### config.mk
export PLATFORM = sky130hd
export DESIGN_NAME = dfp_dma_port
export DESIGN_NICKNAME = d
export VERILOG_FILES = /design/src/rtl/dfp_pkg.sv /design/src/rtl/dfp_sync.sv /design/src/rtl/dfp_fifo.sv /design/src/rtl/dfp_dma_port.sv
export SDC_FILE = /design/constraint.sdc
export NUM_CORES = 1
export LEC_CHECK = 0
export ABC_AREA = 1
export ABC_CLOCK_PERIOD_IN_PS = 3370
export CORE_AREA = 2 2 296 298
export CTS_BUF_LIST = sky130_fd_sc_hd__clkbuf_16
export DETAILED_ROUTE_END_ITERATION = 10
export DIE_AREA = 0 0 298 300
export DONT_BUFFER_PORTS = 1
export SETUP_SLACK_MARGIN = 0.05
export SKIP_CTS_REPAIR_TIMING = 1
export SLEW_MARGIN = 10
export SYNTH_ARGS = -nofsm -noshare
export SYNTH_HDL_FRONTEND = slang
export SYNTH_SLANG_ARGS = --single-unit
### constraint.sdc
create_clock -name clk -period 3.37 [get_ports clk]
set_input_delay 0.1685 -clock clk [delete_from_list [all_inputs] [get_ports clk]]
set_output_delay 0.1685 -clock clk [all_outputs]
set_load 0.01 [all_outputs]
### src/rtl/dfp_pkg.sv
// constants and carrier types for the two dma fifo port controllers
package dfp_pkg;

	// sizes
	localparam int PORTS = 2;
	localparam int DATA_W = 16;
	localparam int FIFO_DEPTH = 16;
	localparam int LEN_W = 11;
	localparam int ADDR_W = 8;
	localparam int EP_BITS = 8;

	// register offsets, one entry per port
	localparam logic [PORTS-1:0][ADDR_W-1:0] CFG_OFS = {8'h50, 8'h48};
	localparam logic [PORTS-1:0][ADDR_W-1:0] CTRL_OFS = {8'h52, 8'h4a};
	localparam logic [PORTS-1:0][ADDR_W-1:0] COUNT_OFS = {8'h56, 8'h4e};

	// configuration register fields
	localparam int CFG_BURST = 15;
	localparam int CFG_TIMING = 9;
	localparam int CFG_ENABLE = 8;
	localparam int CFG_SWAP = 7;
	localparam int CFG_NARROW = 6;
	localparam int CFG_EP_LSB = 0;
	localparam logic [15:0] CFG_WMASK = 16'h83cf;
	localparam logic [15:0] CFG_RESET = 16'h0000;

	// control register fields
	localparam int CTRL_COUNT_CLEAR = 15;
	localparam int CTRL_COUNT_ENABLE = 14;
	localparam int CTRL_VALID = 13;
	localparam int CTRL_BUF_CLEAR = 12;
	localparam int CTRL_NOT_READY = 11;
	localparam int CTRL_LEN_LSB = 0;
	localparam logic [15:0] CTRL_RESET = 16'h0800;
	localparam logic [15:0] COUNT_RESET = 16'h0000;

	// legal endpoint numbers for a port
	localparam logic [3:0] EP_FIRST = 4'h1;
	localparam logic [3:0] EP_LAST = 4'h6;

	// configuration fields as stored
	typedef struct packed {
		logic burst_select;
		logic ready_flag_timing_mode;
		logic dma_request_enable;
		logic byte_lane_swap;
		logic narrow;
		logic [3:0] port_endpoint_select;
	} dfp_cfg_type;

	// one buffer word: odd marks a single valid low byte, last ends a packet
	typedef struct packed {
		logic odd;
		logic last;
		logic [DATA_W-1:0] data;
	} dfp_word_type;

endpackage

### src/rtl/dfp_sync.sv
// two flip-flop synchroniser for pin inputs
`timescale 1ns/1ns
module dfp_sync #(
	parameter int WIDTH = 1
) (
	// system
	input wire logic clk,
	input wire logic sys_rst,
	input wire logic ce,
	// pin side and clean side
	input wire logic [WIDTH-1:0] async_in,
	output logic [WIDTH-1:0] sync_out
);
	import dfp_pkg::*;

	logic [WIDTH-1:0] meta_reg; // first stage, read only by the second

	// both stages reset to zero; the first is never looked at by logic
	always_ff @(posedge clk) begin
		if (sys_rst) begin
			meta_reg <= '0;
			sync_out <= '0;
		end else if (ce) begin
			meta_reg <= async_in;
			sync_out <= meta_reg;
		end
	end
endmodule

### src/rtl/dfp_fifo.sv
// word fifo with flush, valid and ready on both sides
`timescale 1ns/1ns
module dfp_fifo #(
	parameter int WIDTH = 18,
	parameter int DEPTH = 16
) (
	// system
	input wire logic clk,
	input wire logic sys_rst,
	input wire logic ce,
	input wire logic flush,
	// fill side
	input wire logic [WIDTH-1:0] in_data,
	input wire logic in_valid,
	output logic in_ready,
	// drain side
	output logic [WIDTH-1:0] out_data,
	output logic out_valid,
	input wire logic out_ready
);
	import dfp_pkg::*;

	localparam int AW = $clog2(DEPTH);

	logic [WIDTH-1:0] mem [DEPTH]; // storage, no reset needed
	logic [AW-1:0] wr_ptr_reg;
	logic [AW-1:0] rd_ptr_reg;
	logic [AW:0] fill_reg; // one bit wider so full is honest
	logic push;
	logic pop;

	assign in_ready = (fill_reg != (AW+1)'(DEPTH));
	assign out_valid = (fill_reg != '0);
	assign push = in_valid & in_ready;
	assign pop = out_valid & out_ready;
	assign out_data = mem[rd_ptr_reg];

	// storage write
	always_ff @(posedge clk) begin
		if (ce && push) begin
			mem[wr_ptr_reg] <= in_data;
		end
	end

	// pointers and fill level; flush drops everything queued
	always_ff @(posedge clk) begin
		if (sys_rst || (ce && flush)) begin
			wr_ptr_reg <= '0;
			rd_ptr_reg <= '0;
			fill_reg <= '0;
		end else if (ce) begin
			if (push) begin
				wr_ptr_reg <= wr_ptr_reg + 1'b1;
			end
			if (pop) begin
				rd_ptr_reg <= rd_ptr_reg + 1'b1;
			end
			if (push && !pop) begin
				fill_reg <= fill_reg + 1'b1;
			end else if (pop && !push) begin
				fill_reg <= fill_reg - 1'b1;
			end
		end
	end
endmodule

### src/rtl/dfp_dma_port.sv
// two dma fifo port controllers: configuration, control, request handshake, data path
`timescale 1ns/1ns
module dfp_dma_port (
	// system
	input wire logic clk,
	input wire logic sys_rst,
	input wire logic ce,
	// register port, byte address
	input wire logic [dfp_pkg::ADDR_W-1:0] reg_addr,
	input wire logic reg_wr,
	input wire logic reg_rd,
	input wire logic [15:0] reg_wdata,
	output logic [15:0] reg_rdata,
	// device pins
	input wire logic bus_width_pin,
	input wire logic [dfp_pkg::PORTS-1:0] dma_acknowledge_pin,
	input wire logic [dfp_pkg::DATA_W-1:0] dma_wdata_pin,
	output logic [dfp_pkg::PORTS-1:0] dma_request,
	output logic [dfp_pkg::DATA_W-1:0] dma_rdata,
	// endpoint configuration, one bit per endpoint number
	input wire logic [dfp_pkg::EP_BITS-1:0] endpoint_direction,
	input wire logic [dfp_pkg::EP_BITS-1:0] endpoint_narrow_width,
	// receive words from the endpoint buffer
	input wire dfp_pkg::dfp_word_type [dfp_pkg::PORTS-1:0] rx_word,
	input wire logic [dfp_pkg::PORTS-1:0] rx_valid,
	output logic [dfp_pkg::PORTS-1:0] rx_ready,
	input wire logic [dfp_pkg::PORTS-1:0] rx_packet_done,
	input wire logic [dfp_pkg::PORTS-1:0][dfp_pkg::LEN_W-1:0] rx_packet_len,
	// transmit words toward the endpoint buffer
	output dfp_pkg::dfp_word_type [dfp_pkg::PORTS-1:0] tx_word,
	output logic [dfp_pkg::PORTS-1:0] tx_valid,
	input wire logic [dfp_pkg::PORTS-1:0] tx_ready,
	input wire logic [dfp_pkg::PORTS-1:0] tx_buffer_full,
	input wire logic [dfp_pkg::PORTS-1:0] tx_sent,
	// events toward the endpoint and interrupt logic
	output logic [dfp_pkg::PORTS-1:0] tx_commit,
	output logic [dfp_pkg::PORTS-1:0] buffer_flush,
	output logic [dfp_pkg::PORTS-1:0] endpoint_buffer_ready
);
	import dfp_pkg::*;

	// byte bus pin, both acknowledges and the write data share one synchroniser
	localparam int PIN_W = DATA_W + PORTS + 1;

	// synchronised pins
	logic [PIN_W-1:0] pin_sync; // {byte bus, acknowledges, write data}
	logic byte_bus; // pin low selects the 8-bit bus
	logic [PORTS-1:0] dma_acknowledge_pin_sync; // acknowledge levels after two flops
	logic [PORTS-1:0] dma_acknowledge_pin_prev_reg; // for edge detection on the clean level
	logic [DATA_W-1:0] wdata_sync;

	// per-port state
	dfp_cfg_type cfg_reg [PORTS];
	logic [PORTS-1:0] count_enable_reg;
	logic [PORTS-1:0] valid_reg;
	logic [LEN_W-1:0] len_reg [PORTS];
	// the counter is kept per port and read back at its own offset
	logic [15:0] count_reg [PORTS];

	// per-port decoded terms
	logic [PORTS-1:0] not_ready; // access-ready flag, 1 means inaccessible
	logic [PORTS-1:0] pop_word; // data register read took a word
	logic [DATA_W-1:0] read_word [PORTS]; // lane-mapped head word

	// all pins pass two flip-flops before any logic sees them
	dfp_sync #(
		.WIDTH(PIN_W)
	) u_pin_sync (
		.clk(clk),
		.sys_rst(sys_rst),
		.ce(ce),
		// the width pin enters inverted so the reset value 0 means its idle wide bus
		.async_in({~bus_width_pin, dma_acknowledge_pin, dma_wdata_pin}),
		.sync_out(pin_sync)
	);

	// no false narrow spell follows reset while the stages refill
	assign byte_bus = pin_sync[PIN_W-1];
	assign dma_acknowledge_pin_sync = pin_sync[DATA_W +: PORTS];
	assign wdata_sync = pin_sync[DATA_W-1:0];

	// previous acknowledge level, taken from the second synchroniser stage
	always_ff @(posedge clk) begin
		if (sys_rst) begin
			dma_acknowledge_pin_prev_reg <= '0;
		end else if (ce) begin
			dma_acknowledge_pin_prev_reg <= dma_acknowledge_pin_sync;
		end
	end

	// each port is an independent copy of the same logic
	for (genvar p = 0; p < PORTS; p++) begin : g_port
		logic ep_ok; // endpoint number is one of the usable ones
		logic [2:0] ep_idx;
		logic is_tx; // selected endpoint is a transmit buffer
		logic is_rx;
		logic narrow_eff;
		logic accessible;
		logic dma_acknowledge_pin_rise;
		logic access;
		logic push_word;
		logic last_read;
		logic cfg_wr;
		logic ctrl_wr;
		logic clear_req;
		logic force_done;
		logic flush_now;
		dfp_word_type pin_word; // write data mapped into buffer order
		dfp_word_type f_in_data;
		dfp_word_type f_out_data;
		logic f_in_valid;
		logic f_in_ready;
		logic f_out_valid;
		logic f_out_ready;

		// only endpoints one to six are usable; any other number leaves the
		// port idle with the access-ready flag showing inaccessible
		assign ep_idx = cfg_reg[p].port_endpoint_select[2:0];
		assign ep_ok = (cfg_reg[p].port_endpoint_select >= EP_FIRST)
			&& (cfg_reg[p].port_endpoint_select <= EP_LAST);
		assign is_tx = ep_ok & endpoint_direction[ep_idx];
		assign is_rx = ep_ok & ~endpoint_direction[ep_idx];
		// byte bus overrides the width bit; either width bit narrows the port
		assign narrow_eff = byte_bus | cfg_reg[p].narrow | endpoint_narrow_width[ep_idx];

		// register write decode
		assign cfg_wr = reg_wr && (reg_addr == CFG_OFS[p]);
		assign ctrl_wr = reg_wr && (reg_addr == CTRL_OFS[p]);
		// receive clear needs a full buffer, transmit clear does not
		assign clear_req = ctrl_wr && reg_wdata[CTRL_BUF_CLEAR]
			&& (is_tx || (is_rx && valid_reg[p]));
		// forced completion only means something on a transmit buffer
		assign force_done = ctrl_wr && reg_wdata[CTRL_VALID] && is_tx;
		assign flush_now = clear_req;

		// the data register is reachable only with data or room behind it
		always_comb begin
			if (is_rx) begin
				accessible = valid_reg[p] & f_out_valid;
			end else if (is_tx) begin
				accessible = f_in_ready & ~valid_reg[p];
			end else begin
				accessible = 1'b0; // no usable endpoint selected
			end
		end
		assign not_ready[p] = ~accessible;

		// an access is one rising edge of the acknowledge
		// the edge is taken on the clean level so a slow pin edge counts once
		assign dma_acknowledge_pin_rise = dma_acknowledge_pin_sync[p] & ~dma_acknowledge_pin_prev_reg[p];
		assign access = dma_acknowledge_pin_rise & accessible;
		// direction decides which access is honoured; the other is dropped
		assign push_word = access & is_tx;
		assign pop_word[p] = access & is_rx;
		assign last_read = pop_word[p] & f_out_data.last;

		// a disabled port never raises the request, whatever the buffer holds
		// request: steal mode drops it while the acknowledge is high,
		// burst mode holds it until the buffer runs dry or fills
		assign dma_request[p] = cfg_reg[p].dma_request_enable & accessible
			& (cfg_reg[p].burst_select | ~dma_acknowledge_pin_sync[p]);

		// write data into buffer order: narrow keeps the low byte only
		always_comb begin
			pin_word.last = 1'b0;
			if (narrow_eff) begin
				pin_word.odd = 1'b1;
				pin_word.data = {8'h00, wdata_sync[7:0]};
			end else if (cfg_reg[p].byte_lane_swap) begin
				pin_word.odd = 1'b0;
				pin_word.data = {wdata_sync[7:0], wdata_sync[15:8]};
			end else begin
				pin_word.odd = 1'b0;
				pin_word.data = wdata_sync;
			end
		end

		// head word into pin order; buffer order is little endian
		always_comb begin
			if (narrow_eff) begin
				read_word[p] = {8'h00, f_out_data.data[7:0]};
			end else if (cfg_reg[p].byte_lane_swap) begin
				read_word[p] = {f_out_data.data[7:0], f_out_data.data[15:8]};
			end else begin
				read_word[p] = f_out_data.data;
			end
		end

		// one fifo serves both directions; the direction bit picks its ends
		// fifo filled by the buffer on receive and by the pins on transmit
		assign f_in_valid = is_tx ? push_word : (is_rx & rx_valid[p]);
		assign f_in_data = is_tx ? pin_word : rx_word[p];
		assign f_out_ready = is_tx ? tx_ready[p] : pop_word[p];
		assign rx_ready[p] = is_rx & f_in_ready;
		assign tx_valid[p] = is_tx & f_out_valid;
		assign tx_word[p] = f_out_data;

		// sixteen words of slack let the dma side run ahead of the buffer
		dfp_fifo #(
			.WIDTH($bits(dfp_word_type)),
			.DEPTH(FIFO_DEPTH)
		) u_fifo (
			.clk(clk),
			.sys_rst(sys_rst),
			.ce(ce),
			.flush(flush_now),
			.in_data(f_in_data),
			.in_valid(f_in_valid),
			.in_ready(f_in_ready),
			.out_data(f_out_data),
			.out_valid(f_out_valid),
			.out_ready(f_out_ready)
		);

		// configuration register; reserved bits are never stored
		always_ff @(posedge clk) begin
			if (sys_rst) begin
				// reset value is taken field by field from the package word
				cfg_reg[p] <= dfp_cfg_type'({CFG_RESET[CFG_BURST], CFG_RESET[CFG_TIMING],
					CFG_RESET[CFG_ENABLE], CFG_RESET[CFG_SWAP], CFG_RESET[CFG_NARROW],
					CFG_RESET[CFG_EP_LSB +: 4]});
			end else if (ce && cfg_wr) begin
				cfg_reg[p].burst_select <= reg_wdata[CFG_BURST];
				cfg_reg[p].ready_flag_timing_mode <= reg_wdata[CFG_TIMING];
				cfg_reg[p].dma_request_enable <= reg_wdata[CFG_ENABLE];
				cfg_reg[p].byte_lane_swap <= reg_wdata[CFG_SWAP];
				cfg_reg[p].narrow <= reg_wdata[CFG_NARROW];
				cfg_reg[p].port_endpoint_select <= reg_wdata[CFG_EP_LSB +: 4];
			end
		end

		// count enable bit
		// counting only advances on received packets; transmit has no count
		always_ff @(posedge clk) begin
			if (sys_rst) begin
				count_enable_reg[p] <= CTRL_RESET[CTRL_COUNT_ENABLE];
			end else if (ce && ctrl_wr) begin
				count_enable_reg[p] <= reg_wdata[CTRL_COUNT_ENABLE];
			end
		end

		// transaction counter: the clear bit is a strobe, never stored
		always_ff @(posedge clk) begin
			if (sys_rst) begin
				count_reg[p] <= COUNT_RESET;
			end else if (ce) begin
				// a clear in the same cycle as a count wins, so software sees zero
				if (ctrl_wr && reg_wdata[CTRL_COUNT_CLEAR]) begin
					count_reg[p] <= COUNT_RESET;
				end else if (count_enable_reg[p] && is_rx && rx_packet_done[p]) begin
					count_reg[p] <= count_reg[p] + 16'h0001;
				end
			end
		end

		// the flag is the buffer state seen by software; it holds across reads
		// buffer flag; a set in the same cycle as a clear wins
		always_ff @(posedge clk) begin
			if (sys_rst) begin
				valid_reg[p] <= CTRL_RESET[CTRL_VALID];
			end else if (ce) begin
				if ((is_rx && rx_packet_done[p]) || force_done
					|| (is_tx && tx_buffer_full[p])) begin
					valid_reg[p] <= 1'b1;
				end else if (clear_req || (is_tx && tx_sent[p])) begin
					valid_reg[p] <= 1'b0;
				end
			end
		end

		// received length, kept after reading so software can fetch it
		always_ff @(posedge clk) begin
			if (sys_rst) begin
				len_reg[p] <= CTRL_RESET[CTRL_LEN_LSB +: LEN_W];
			end else if (ce) begin
				if (is_rx && rx_packet_done[p]) begin
					len_reg[p] <= rx_packet_len[p];
				end else if (clear_req) begin
					len_reg[p] <= '0;
				end
			end
		end

		// one-cycle events toward the endpoint logic
		always_ff @(posedge clk) begin
			if (sys_rst) begin
				tx_commit[p] <= 1'b0;
				buffer_flush[p] <= 1'b0;
				endpoint_buffer_ready[p] <= 1'b0;
			end else if (ce) begin
				// each pulse copies its cause one enabled cycle later and lasts as long as the cause
				tx_commit[p] <= force_done;
				buffer_flush[p] <= clear_req;
				if (cfg_reg[p].ready_flag_timing_mode) begin
					// same moment as an endpoint without a port
					endpoint_buffer_ready[p] <= (is_rx & rx_packet_done[p])
						| (is_tx & tx_sent[p]);
				end else begin
					// only after the last word has gone out to the dma side
					endpoint_buffer_ready[p] <= last_read;
				end
			end
		end
	end

	// shared read data pins; port 0 wins if both read in one cycle,
	// which a single dma controller cannot do anyway
	always_ff @(posedge clk) begin
		if (sys_rst) begin
			dma_rdata <= '0;
		end else if (ce) begin
			if (pop_word[0]) begin
				dma_rdata <= read_word[0];
			end else if (pop_word[1]) begin
				dma_rdata <= read_word[1];
			end
		end
	end

	// register read; unmapped offsets answer zero
	// one pass over both ports; at most one offset can match
	always_ff @(posedge clk) begin
		if (sys_rst) begin
			reg_rdata <= '0;
		end else if (ce && reg_rd) begin
			reg_rdata <= '0;
			for (int i = 0; i < PORTS; i++) begin
				if (reg_addr == CFG_OFS[i]) begin
					reg_rdata <= {cfg_reg[i].burst_select, 5'h00,
						cfg_reg[i].ready_flag_timing_mode,
						cfg_reg[i].dma_request_enable,
						cfg_reg[i].byte_lane_swap,
						cfg_reg[i].narrow & ~byte_bus,
						2'h0, cfg_reg[i].port_endpoint_select};
				end else if (reg_addr == CTRL_OFS[i]) begin
					// clear bits always read back as zero
					reg_rdata <= {1'b0, count_enable_reg[i], valid_reg[i], 1'b0,
						not_ready[i], len_reg[i]};
				end else if (reg_addr == COUNT_OFS[i]) begin
					reg_rdata <= count_reg[i];
				end
			end
		end
	end
endmodule

# Word level (Yosys, flattened, before mapping)
# Memories as Yosys holds them, arrays and structs flattened. A register that Yosys moved wholly into a read port is not among the register bits.
# Index checks and enable logic that the tools add are counted.
# Widths: inputs -> output; s select.
# word_totals
ff_bits,108
latch_bits,0
ramBits,648
mem_bits_ro,0
in_bits,132
out_inout_bits,80
elab_cells,317
memories,5
# memory_table
memory,depth,word_bits,read_ports,rd_clocked_by_memory_dff,write_ports,line,text
g_port[0].u_fifo.mem,16,18,1,1,1,dfp_fifo.sv:25,logic [WIDTH-1:0] mem [DEPTH];
g_port[1].u_fifo.mem,16,18,1,1,1,dfp_fifo.sv:25,
count_reg,2,16,2,0,2,dfp_dma_port.sv:58,logic [15:0] count_reg [PORTS];
len_reg,2,11,2,0,2,dfp_dma_port.sv:56,logic [LEN_W-1:0] len_reg [PORTS];
cfg_reg,2,9,2,0,2,dfp_dma_port.sv:53,dfp_cfg_type cfg_reg [PORTS];
# op_classes
addsub,10
n_mul,0
n_div,0
order_cmp,6
n_eq_ne,8
shifts,0
muxes,118
bitwise,78
reduce_logical,71
# op_table
cell,n
$mux 16,20
$mux 1,78
$eq 8x7->1 const B,6
$mux 11,4
$logic_and 1x1->1,41
$and 1x1->1,38
$mux 18,2
$add 16x1->16 const B,2
$or 1x1->1,28
$mux 4,6
$mux 5,4
$reduce_and 2->1,9
$add 4x1->4 const B,4
$bmux 1 s3,4
$not 1->1,12
$add 5x1->5 const B,2
$logic_or 1x1->1,10
$ne 5x5->1 const B,2
$reduce_bool 2->1,5
$reduce_bool 5->1,2
$sub 5x1->5 const B,2
$ge 4x1->1 const B,2
$le 4x3->1 const B,2
$lt 3x4->1 const B,2
$logic_not 1->1,4

# Logic depth before layout (Yosys ltp)
# Gate-level depths: netlist of the first run.
# An unclocked memory read counts as a cell.
# logic_depth
ltp_word,14
mapped_depth,24
depth_no_buf,24

# By module
# From an unflattened synthesis of the first run, not the netlist that was laid out.
# hier_totals
hier_cells,3988
hier_area_um2,35834.4
# modules_own_cells
mod,instances,cells_per_inst,area_per_inst_um2,seq_area_each_um2
dfp_fifo at g_port[1].u_fifo,1,1313,13322.8,8988.6
dfp_fifo at g_port[0].u_fifo,1,1313,13307.8,8988.6
dfp_dma_port,1,1121,7654.8,3042.9
dfp_sync,1,241,1549.0,760.7

# Worst setup path after synthesis of the first run
# Ideal clock, no wire load.
# synth_timing
kind,flip-flop to flip-flop
startpoint,mem cfg_reg[0][0] (netlist bit)
endpoint,"mem g_port[0].u_fifo.mem[10][0], enable pin"
setup_ns,0.416
t_arrival_ns,2.821
t_required_ns,2.954
path_slack_ns,0.133
stages_incl_launch_ff,14
n_path_buf,2
period_less_slack_ns,3.237
cell_sequence,edfxtp_1 buf_6 nand2_1 nand3_1 nand2_1 nand2_1 nand2_1 nand2_1 nand2_2 nand3_2 nand2_2 nand3_2 buf_2 nor3_1
# synth_rtl
item,line
"start, declared",dfp_dma_port.sv:53
"end, declared",dfp_fifo.sv:25

==> impl_summary.log, run 1 <==
[metrics] result of the run: finished, violations left
[metrics] failing checks: hold timing
[metrics] max reg flops: 576
[metrics] transition at the pin with the smallest max-transition slack: 862 ps
[metrics] via count: 25900
[metrics] Total Negative Setup Slacks: 0 ps
[metrics] proportion of layout cells with a drive suffix above 1: 0.100
[metrics] DRC marker count from the first detailed-route iteration: 2730
[metrics] area growth from synthesis to layout: 16.4%
[metrics] Die ar.: 89400 µm²
[metrics] number of remaining DRC errors: 0
[metrics] most used flip-flop cell after synthesis: sky130_fd_sc_hd__edfxtp_1
[metrics] biggest area consumer among synthesized cells: sky130_fd_sc_hd__edfxtp_1
[metrics] setup slack on the worst flop-to-flop path: between 200 and 300 ps
[metrics] category of the worst setup path capture point: flop
[metrics] global routing usage summed across all routing layers: 0.224
[metrics] cell types with the largest area share after synthesis: sky130_fd_sc_hd__edfxtp_1 (57%), sky130_fd_sc_hd__nand2_1 (10%), sky130_fd_sc_hd__dfxtp_1 (6.8%)
[metrics] worst rel slew slack: 0.422
[metrics] Die Height: 300 µm
[metrics] H-tree levels: 3
[metrics] area taken by flip-flops and latches: ~22000 µm²
[metrics] worst hold margin: -37.1 ps
[metrics] synthesized net count: 3711
[metrics] synthesized area: 34200 µm²
[metrics] routed wire length per instance: 20.9 µm
[metrics] Cell Int Power: 16000 µW
[metrics] sum of routed wire length over all layers: between 100000 and 150000 µm
[metrics] sort of element at the start of the critical path: flop
[metrics] initial antenna violation count: 13
[metrics] area of the core region: 86200 µm²
[metrics] Power per Cell Area: 525 nW/µm²
[metrics] routability-driven placement congestion ratio: 0.945
[metrics] Final HPWL DP: approximately 67000 µm
[metrics] I/O pin count: 212
[metrics] time the worst path needs with I/O delays and setup: 3090 ps
[metrics] clock network fraction of design power: 0.423
[metrics] final total power: 20900 µW
[metrics] clk_lat worst skew: roughly 640 ps
[metrics] required time of the worst setup path: between 3000 and 4000 ps
[metrics] Via density: 5.25
[metrics] largest net degree at the start of global routing: 122
[metrics] Max Clk Rate: 0.323 GHz
[metrics] Yosys top cell area share: 0.569
[metrics] worst min-delay path class: in2reg
[metrics] setup repair after global routing missed its margin: false
[metrics] Filler cells: about 8000
[metrics] Critical Path, Cell by Cell: buf_4 -> nand2_1 -> nand3_1 -> nand2_1 -> nand2_1 -> nand2_1 -> nand2_1 -> nand2_2 -> nand3_2 -> nand2_4 -> and2_1 -> ha_2 -> inv_2 -> fa_2 -> nand2_1 -> nand2_1 -> a21oi_1 -> nor2_1 -> nor2_1 -> xor2_1 -> nor2_1
[metrics] Detail Route Antenna Nets: 0
[metrics] final net count: 3861
[metrics] vias in the first global route: ~24000
[metrics] residual overflow from global routing: 0
[metrics] VDD IR max: 389 µV
[metrics] number of buffer and inverter stages on the critical path: 2
[metrics] critical path's slowest cell: sky130_fd_sc_hd__edfxtp_1
[metrics] sequential element share of the synthesized area: 0.637
[metrics] final worst path period share: 0.917
[metrics] number of setup violations in the final report: 0
[metrics] Static Leak: 0.0158 µW
[metrics] Starting Density: 0.397
[metrics] Most Frequent Cell on Critical Path: sky130_fd_sc_hd__nand2_1
[metrics] Arrival @ worst endpoint: 3620 ps
[metrics] syn avg cell area: 9.62 µm²
[metrics] Seq cells post-synth: 764
[metrics] worst-path maximum fanout: 7
[metrics] synthesized instance count: approximately 3600
[metrics] Async S/R FF share, synth: 0
[metrics] first-pass detailed-route iteration total: 6
[metrics] number of placed cells counting well taps: 4700
[metrics] number of failing hold endpoints at the final stage: 18
[metrics] NetSw: approximately 4900 µW
[metrics] worst-case clock buffer depth: 3
[metrics] count of input and output buffers: 0
[metrics] Maximum Capacitance Violations: 0
[metrics] net switching share of the total power: 0.237
[metrics] number of flops mapped to enable cells by yosys: 648
[metrics] Num Clock Sinks: 764
[metrics] combined area of the multi-input logic cells: between 10000 and 15000 µm²
[metrics] maximum clock skew at final layout: 26.5 ps
[metrics] first-pass GRT wire length: 152000 µm
[metrics] slowest stage delay, CP: 480 ps
[metrics] number of core rows: roughly 110
[metrics] final number of max-transition violations: 0
[metrics] portion of total power attributed to sequential cells: 0.506
[metrics] CTS Root Buffer Type: sky130_fd_sc_hd__clkbuf_16
[metrics] Crit Path Class: reg2reg
[metrics] Die Width: 298 µm
[metrics] distinct cell type count of the synthesized netlist: between 40 and 50
[metrics] Top delay family on crit path: simple AND/OR/NAND/NOR gates
[metrics] clock transition at the register clock pins on the worst setup and hold paths after CTS: 60 ps
[metrics] total number of yosys warnings: 0
[metrics] Inserted Clock Buffers: 83
[metrics] final non-filler cell total: about 4900
[metrics] CTS tree: done
[metrics] combinational cell fraction of total power: 0.070
-- cells in the final DEF, fill, tap and decap left out, drive strengths merged, types with 15 or more instances in the layout --
master | Yosys | routed
a21oi | 90 | 90
ha | 20 | 20
buf | 87 | 161
nor2 | 451 | 451
clkbuf | 82 | 86
o21ai | 242 | 242
nand3 | 348 | 348
dfxtp | 116 | 116
nand4 | 21 | 21
inv | 339 | 365
dlygate4sd3 | 0 | 72
o211ai | 53 | 53
nand2 | 945 | 945
edfxtp | 648 | 648
nor3 | 33 | 33
xor2 | 15 | 15
clkinv | 5 | 41
-- power by group through the flow --
| stage | logic [µW] | registers (µW) | clock network (µW) |
|---|---|---|---|
| 4_1_cts | 1360 | 10600 | 8970 |
| 5_1_grt | 1630 | 10600 | 9330 |
| 3_3_place_gp | 1330 | 10800 | 0 |
| 2_1_floorplan | 864 | 10700 | 0 |
| 3_5_place_dp | 1350 | 10800 | 0 |
| 6_report | 1470 | 10600 | 8850 |
-- path summary, 6_finish.rpt --
kind / cells after the start / to / startpoint
setup / recovery: 21 / g_port[0].u_fifo.fill_reg[4]$_SDFFE_PP0P_ / cfg_reg[0][0]$_SDFFCE_PN0P_
hold / removal: 6 / endpoint_buffer_ready[1]$_SDFFE_PP0P_ / rx_packet_done[1]
setup reg to reg: 21 / g_port[0].u_fifo.fill_reg[4]$_SDFFE_PP0P_ / cfg_reg[0][0]$_SDFFCE_PN0P_
hold reg to reg: 2 / u_pin_sync.sync_out[18]$_SDFFE_PP0P_ / u_pin_sync.meta_reg[18]$_SDFFE_PP0P_
-- kinds of logic (layout without fill, tap and decap cells) --
family / Yosys count / after routing / share of synthesized area
other cells: 0 / 6 / 0
simple gates: 1813 / 1813 / 0.220
buf+inv: 513 / 733 / 0.0602
fa+ha+maj: 22 / 22 / 0.00848
xor+xnor: 24 / 24 / 0.00614
compound gates: 421 / 421 / 0.0684
flops: 764 / 764 / 0.637
-- area by class of cell --
class,instances,area share
clock buffer,85,0.0534
clock inverter,70,0.0129
inverter,344,0.0325
antenna,6,0.000377
tap,1155,0.0363
sequential,764,0.547
timing repair buffer,234,0.0525
multi-input combinational,2280,0.265
-- per-stage QoR --
step	utilization	setup WS [ps]	area (µm²)
after floorplan	-	133	34200
after global placement	0.421	197	36300
after detailed placement	0.421	193	36300
after CTS	0.452	182	39000
after global routing	0.462	25.7	39800
final	0.462	278	39800
-- worst reg2reg max path, stage by stage (launching register included) --
cell and delay (ps):
sky130_fd_sc_hd__edfxtp_1 480, sky130_fd_sc_hd__buf_4 200, sky130_fd_sc_hd__nand2_1 70, sky130_fd_sc_hd__nand3_1 110, sky130_fd_sc_hd__nand2_1 90, sky130_fd_sc_hd__nand2_1 50, sky130_fd_sc_hd__nand2_1 100, sky130_fd_sc_hd__nand2_1 110
sky130_fd_sc_hd__nand2_2 110, sky130_fd_sc_hd__nand3_2 130, sky130_fd_sc_hd__nand2_4 120, sky130_fd_sc_hd__and2_1 130, sky130_fd_sc_hd__ha_2 190, sky130_fd_sc_hd__inv_2 70, sky130_fd_sc_hd__fa_2 350, sky130_fd_sc_hd__nand2_1 70
sky130_fd_sc_hd__nand2_1 50, sky130_fd_sc_hd__a21oi_1 150, sky130_fd_sc_hd__nor2_1 60, sky130_fd_sc_hd__nor2_1 120, sky130_fd_sc_hd__xor2_1 160, sky130_fd_sc_hd__nor2_1 60
-- synth_stat cells, types with 11 or more instances --
master	count
sky130_fd_sc_hd__a21oi_1	90
sky130_fd_sc_hd__clkbuf_1	82
sky130_fd_sc_hd__ha_1	20
sky130_fd_sc_hd__nand2_1	935
sky130_fd_sc_hd__buf_1	14
sky130_fd_sc_hd__nor3_1	29
sky130_fd_sc_hd__o21ai_0	239
sky130_fd_sc_hd__buf_2	63
sky130_fd_sc_hd__o211ai_1	53
sky130_fd_sc_hd__nand3_1	341
sky130_fd_sc_hd__dfxtp_1	116
sky130_fd_sc_hd__edfxtp_1	648
sky130_fd_sc_hd__inv_1	328
sky130_fd_sc_hd__xor2_1	15
sky130_fd_sc_hd__inv_2	11
sky130_fd_sc_hd__nand4_1	19
sky130_fd_sc_hd__nor2_1	445
-- metal layers --
layer  global-route usage  share of wire  vias up
met5                    0         0.0010        -
met4               0.0656          0.027       16
met3               0.0581          0.093      172
met2                0.344           0.45     1101
met1                0.314           0.43    12400
li1                     -              -    12200
Note: power is estimated with default switching activity, not from simulation.
==> inputs of run 2 (changes only) <==
--- a/config.mk
+++ b/config.mk
@@ -7,10 +7,10 @@
 export LEC_CHECK = 0
 export ABC_AREA = 1
 export ABC_CLOCK_PERIOD_IN_PS = 3370
-export CORE_AREA = 2 2 296 298
+export CORE_AREA = 2 2 251 352
 export CTS_BUF_LIST = sky130_fd_sc_hd__clkbuf_16
 export DETAILED_ROUTE_END_ITERATION = 10
-export DIE_AREA = 0 0 298 300
+export DIE_AREA = 0 0 253 354
 export DONT_BUFFER_PORTS = 1
 export SETUP_SLACK_MARGIN = 0.05
 export SKIP_CTS_REPAIR_TIMING = 1
==> run 2 against run 1 <==
Effect of this change:
- the run still ends with hold timing left
- wire length decreased by 1.7%
- critical path depth increased by 1
- final cell count decreased by 1.5%
- global-route usage decreased by 0.38 points
- count of clock-buffer cells in the layout decreased by 3
- clock skew increased by 5.8 ps
- flip-flop and latch count unchanged
- die area increased by 0.18%
==> impl_summary.log, run 2 (synthesis results as in run 1) <==
[metrics] worst-path maximum fanout: 7
[metrics] H-tree levels: 3
[metrics] number of setup violations in the final report: 0
[metrics] largest net degree at the start of global routing: 166
[metrics] cell count of the worst hold path: 5
[metrics] area of the core region: 86500 µm²
[metrics] result of the run: finished, violations left
[metrics] Max Clk Rate: 0.326 GHz
[metrics] initial antenna violation count: 5
[metrics] area growth from synthesis to layout: 15.9%
[metrics] category of the worst setup path capture point: flop
[metrics] worst reg2reg path startpoint: cfg_reg[1][0]$_SDFFCE_PN0P_
[metrics] final standard cell utilization of the core: 0.459
[metrics] via count: between 20000 and 30000
[metrics] met3 routing resource usage after global routing: 0.0355
[metrics] number of remaining DRC errors: 0
[metrics] number of cells on the worst reg-to-reg path: 22
[metrics] Maximum Capacitance Violations: 0
[metrics] final non-filler cell total: roughly 5000
[metrics] sort of element at the start of the critical path: flop
[metrics] worst hold margin: -51.0 ps
[metrics] clk_lat worst skew: 640 ps
[metrics] maximum clock skew at final layout: 32.4 ps
[metrics] worst min-delay path class: in2reg
[metrics] Filler cells: 8092
[metrics] slowest stage delay, CP: 500 ps
[metrics] Die ar.: about 90000 µm²
[metrics] setup repair after global routing missed its margin: true
[metrics] DRC marker count from the first detailed-route iteration: 2562
[metrics] setup slack on the worst flop-to-flop path: about 300 ps
[metrics] sum of routed wire length over all layers: 101000 µm
[metrics] Final HPWL DP: 66800 µm
[metrics] Power per Cell Area: approximately 520 nW/µm²
[metrics] final number of max-transition violations: 0
[metrics] Crit Path Class: reg2reg
[metrics] critical path's slowest cell: sky130_fd_sc_hd__edfxtp_1
[metrics] Die Width: between 200 and 300 µm
[metrics] time the worst path needs with I/O delays and setup: 3070 ps
[metrics] max reg flops: approximately 580
[metrics] Via density: 5.25
[metrics] Num Clock Sinks: 764
[metrics] worst rel slew slack: 0.446
[metrics] peak-usage layer in the global routing report: met2
[metrics] met2 Track Usage GR: 0.369
[metrics] capturing element of the worst setup path: g_port[1].u_fifo.fill_reg[4]$_SDFFE_PP0P_
[metrics] CTS Root Buffer Type: sky130_fd_sc_hd__clkbuf_16
[metrics] global routing usage summed across all routing layers: 0.221
[metrics] VDD IR max: approximately 470 µV
[metrics] most frequent standard cell in the layout excluding fill and tap cells: sky130_fd_sc_hd__nand2_1
[metrics] Crit Reg-Reg Endpoint: g_port[1].u_fifo.fill_reg[4]$_SDFFE_PP0P_
[metrics] routed wire length per instance: 20.8 µm
[metrics] Static Leak: 0.0157 µW
[metrics] number of placed cells counting well taps: 4642
[metrics] failing checks: hold timing
[metrics] vias in the first global route: 23300
[metrics] Die Height: 354 µm
[metrics] crit path from: cfg_reg[1][0]$_SDFFCE_PN0P_
[metrics] clock transition at the register clock pins on the worst setup and hold paths after CTS: 60 ps
[metrics] first-pass detailed-route iteration total: 5
[metrics] commonest cells after routing, fill and taps aside: sky130_fd_sc_hd__nand2_1 (934), sky130_fd_sc_hd__edfxtp_1 (648), sky130_fd_sc_hd__nor2_1 (427)
[metrics] final worst path period share: 0.911
[metrics] Starting Density: 0.396
[metrics] Detail Route Antenna Nets: 0
[metrics] final total power: between 20000 and 25000 µW
[metrics] GR met1 Demand/Resource: 0.288
[metrics] required time of the worst setup path: approximately 3900 ps
[metrics] first-pass GRT wire length: 148000 µm
[metrics] placed standard-cell area: 36300 µm²
[metrics] Total Negative Setup Slacks: 0 ps
[metrics] final net count: slightly below 4000
[metrics] routability-driven placement congestion ratio: just over 0.9
[metrics] number of failing hold endpoints at the final stage: 5
[metrics] residual overflow from global routing: 0
[metrics] transition at the pin with the smallest max-transition slack: 831 ps
[metrics] number of core rows: 128
[metrics] count of input and output buffers: 0
[metrics] I/O pin count: 212
[metrics] Most Frequent Cell on Critical Path: sky130_fd_sc_hd__nand2_1
[metrics] Arrival @ worst endpoint: 3590 ps
[metrics] CTS tree: done
[metrics] Inserted Clock Buffers: 79
[metrics] final std cell area, no fill: approximately 40000 µm²
[metrics] worst-case clock buffer depth: 3
[metrics] proportion of layout cells with a drive suffix above 1: 0.0979
[metrics] Critical Path, Cell by Cell: buf_4 -> nand2_1 -> nand3_1 -> nand2_1 -> nand2_1 -> nand2_1 -> nand2_1 -> nand2_2 -> nand3_1 -> nand2_2 -> nand2_1 -> inv_1 -> ha_1 -> inv_2 -> fa_2 -> nand2_1 -> nand2_1 -> a21oi_1 -> nor2_1 -> nor2_1 -> xor2_1 -> nor2_1
==> run 2: cell types whose count changed in the layout (fill, tap and decap cells not counted), sizes merged <==
cell | previous run | this run
buf | 161 | 159
bufinv | 6 | 5
clkbuf | 86 | 82
clkinv | 41 | 43
clkinvlp | 2 | 1
diode | 6 | 2
dlygate4sd3 | 72 | 68
inv | 365 | 357
==> run 2: critical path: cells and delay by family, from the launching register on <==
family	cells	cell delay (ps)
buf+inv	3	320
compound gates	1	170
fa+ha+maj	2	550
flops	1	500
simple gates	15	1270
xor+xnor	1	160
==> run 2: routing by layer <==
metal	vias up	part of all wire	routed length, µm
met1	12200	0.40	41100
met3	217	0.078	7880
li1	12200	-	-
met2	976	0.48	48700
met5	-	0.00039	40
met4	6	0.037	3750
==> run 2: area by class of cell <==
class | count | area [µm²] | area share
Antenna cell | 2 | 5.00 | 0.000126
Clock buffer | 82 | 2050 | 0.0517
Clock inverter | 62 | 460 | 0.0116
Inverter | 344 | 1290 | 0.0326
Multi-Input combinational cell | 2280 | 10500 | 0.265
Sequential cell | 764 | 21800 | 0.550
Tap cell | 1105 | 1380 | 0.0349
Timing Repair Buffer | 227 | 2140 | 0.0541
==> run 2: worst min path at each step <==
| stage | startpoint | to | slack, ps |
|---|---|---|---|
| 6_report | tx_sent[0] | valid_reg[0]$_SDFFE_PP0P_ | -50 |
| 3_3_place_gp | sys_rst | reg_rdata[4]$_SDFFE_PP0P_ | 240 |
| 5_1_grt | tx_sent[1] | valid_reg[1]$_SDFFE_PP0P_ | 20 |
| 4_1_cts | sys_rst | tx_commit[1]$_SDFFE_PP0P_ | -440 |
| 3_5_place_dp | sys_rst | reg_rdata[11]$_SDFFE_PP0P_ | 240 |
| 2_1_floorplan | bus_width_pin | u_pin_sync.meta_reg[18]$_SDFFE_PP0P_ | 260 |
==> run 2: per-stage QoR <==
stage / worst slack, ps / hold slack (ps)
after CTS: 107 / -440
after global routing: -0.588 / 23.4
after global placement: 144 / 242
after detailed placement: 134 / 244
final: 300 / -51.0
after floorplan: 133 / 263
==> run 2: power breakdown <==
part           internal, µW  switching, µW
sequential            10500            114
combinational           455           1060
clock                  4820           3710
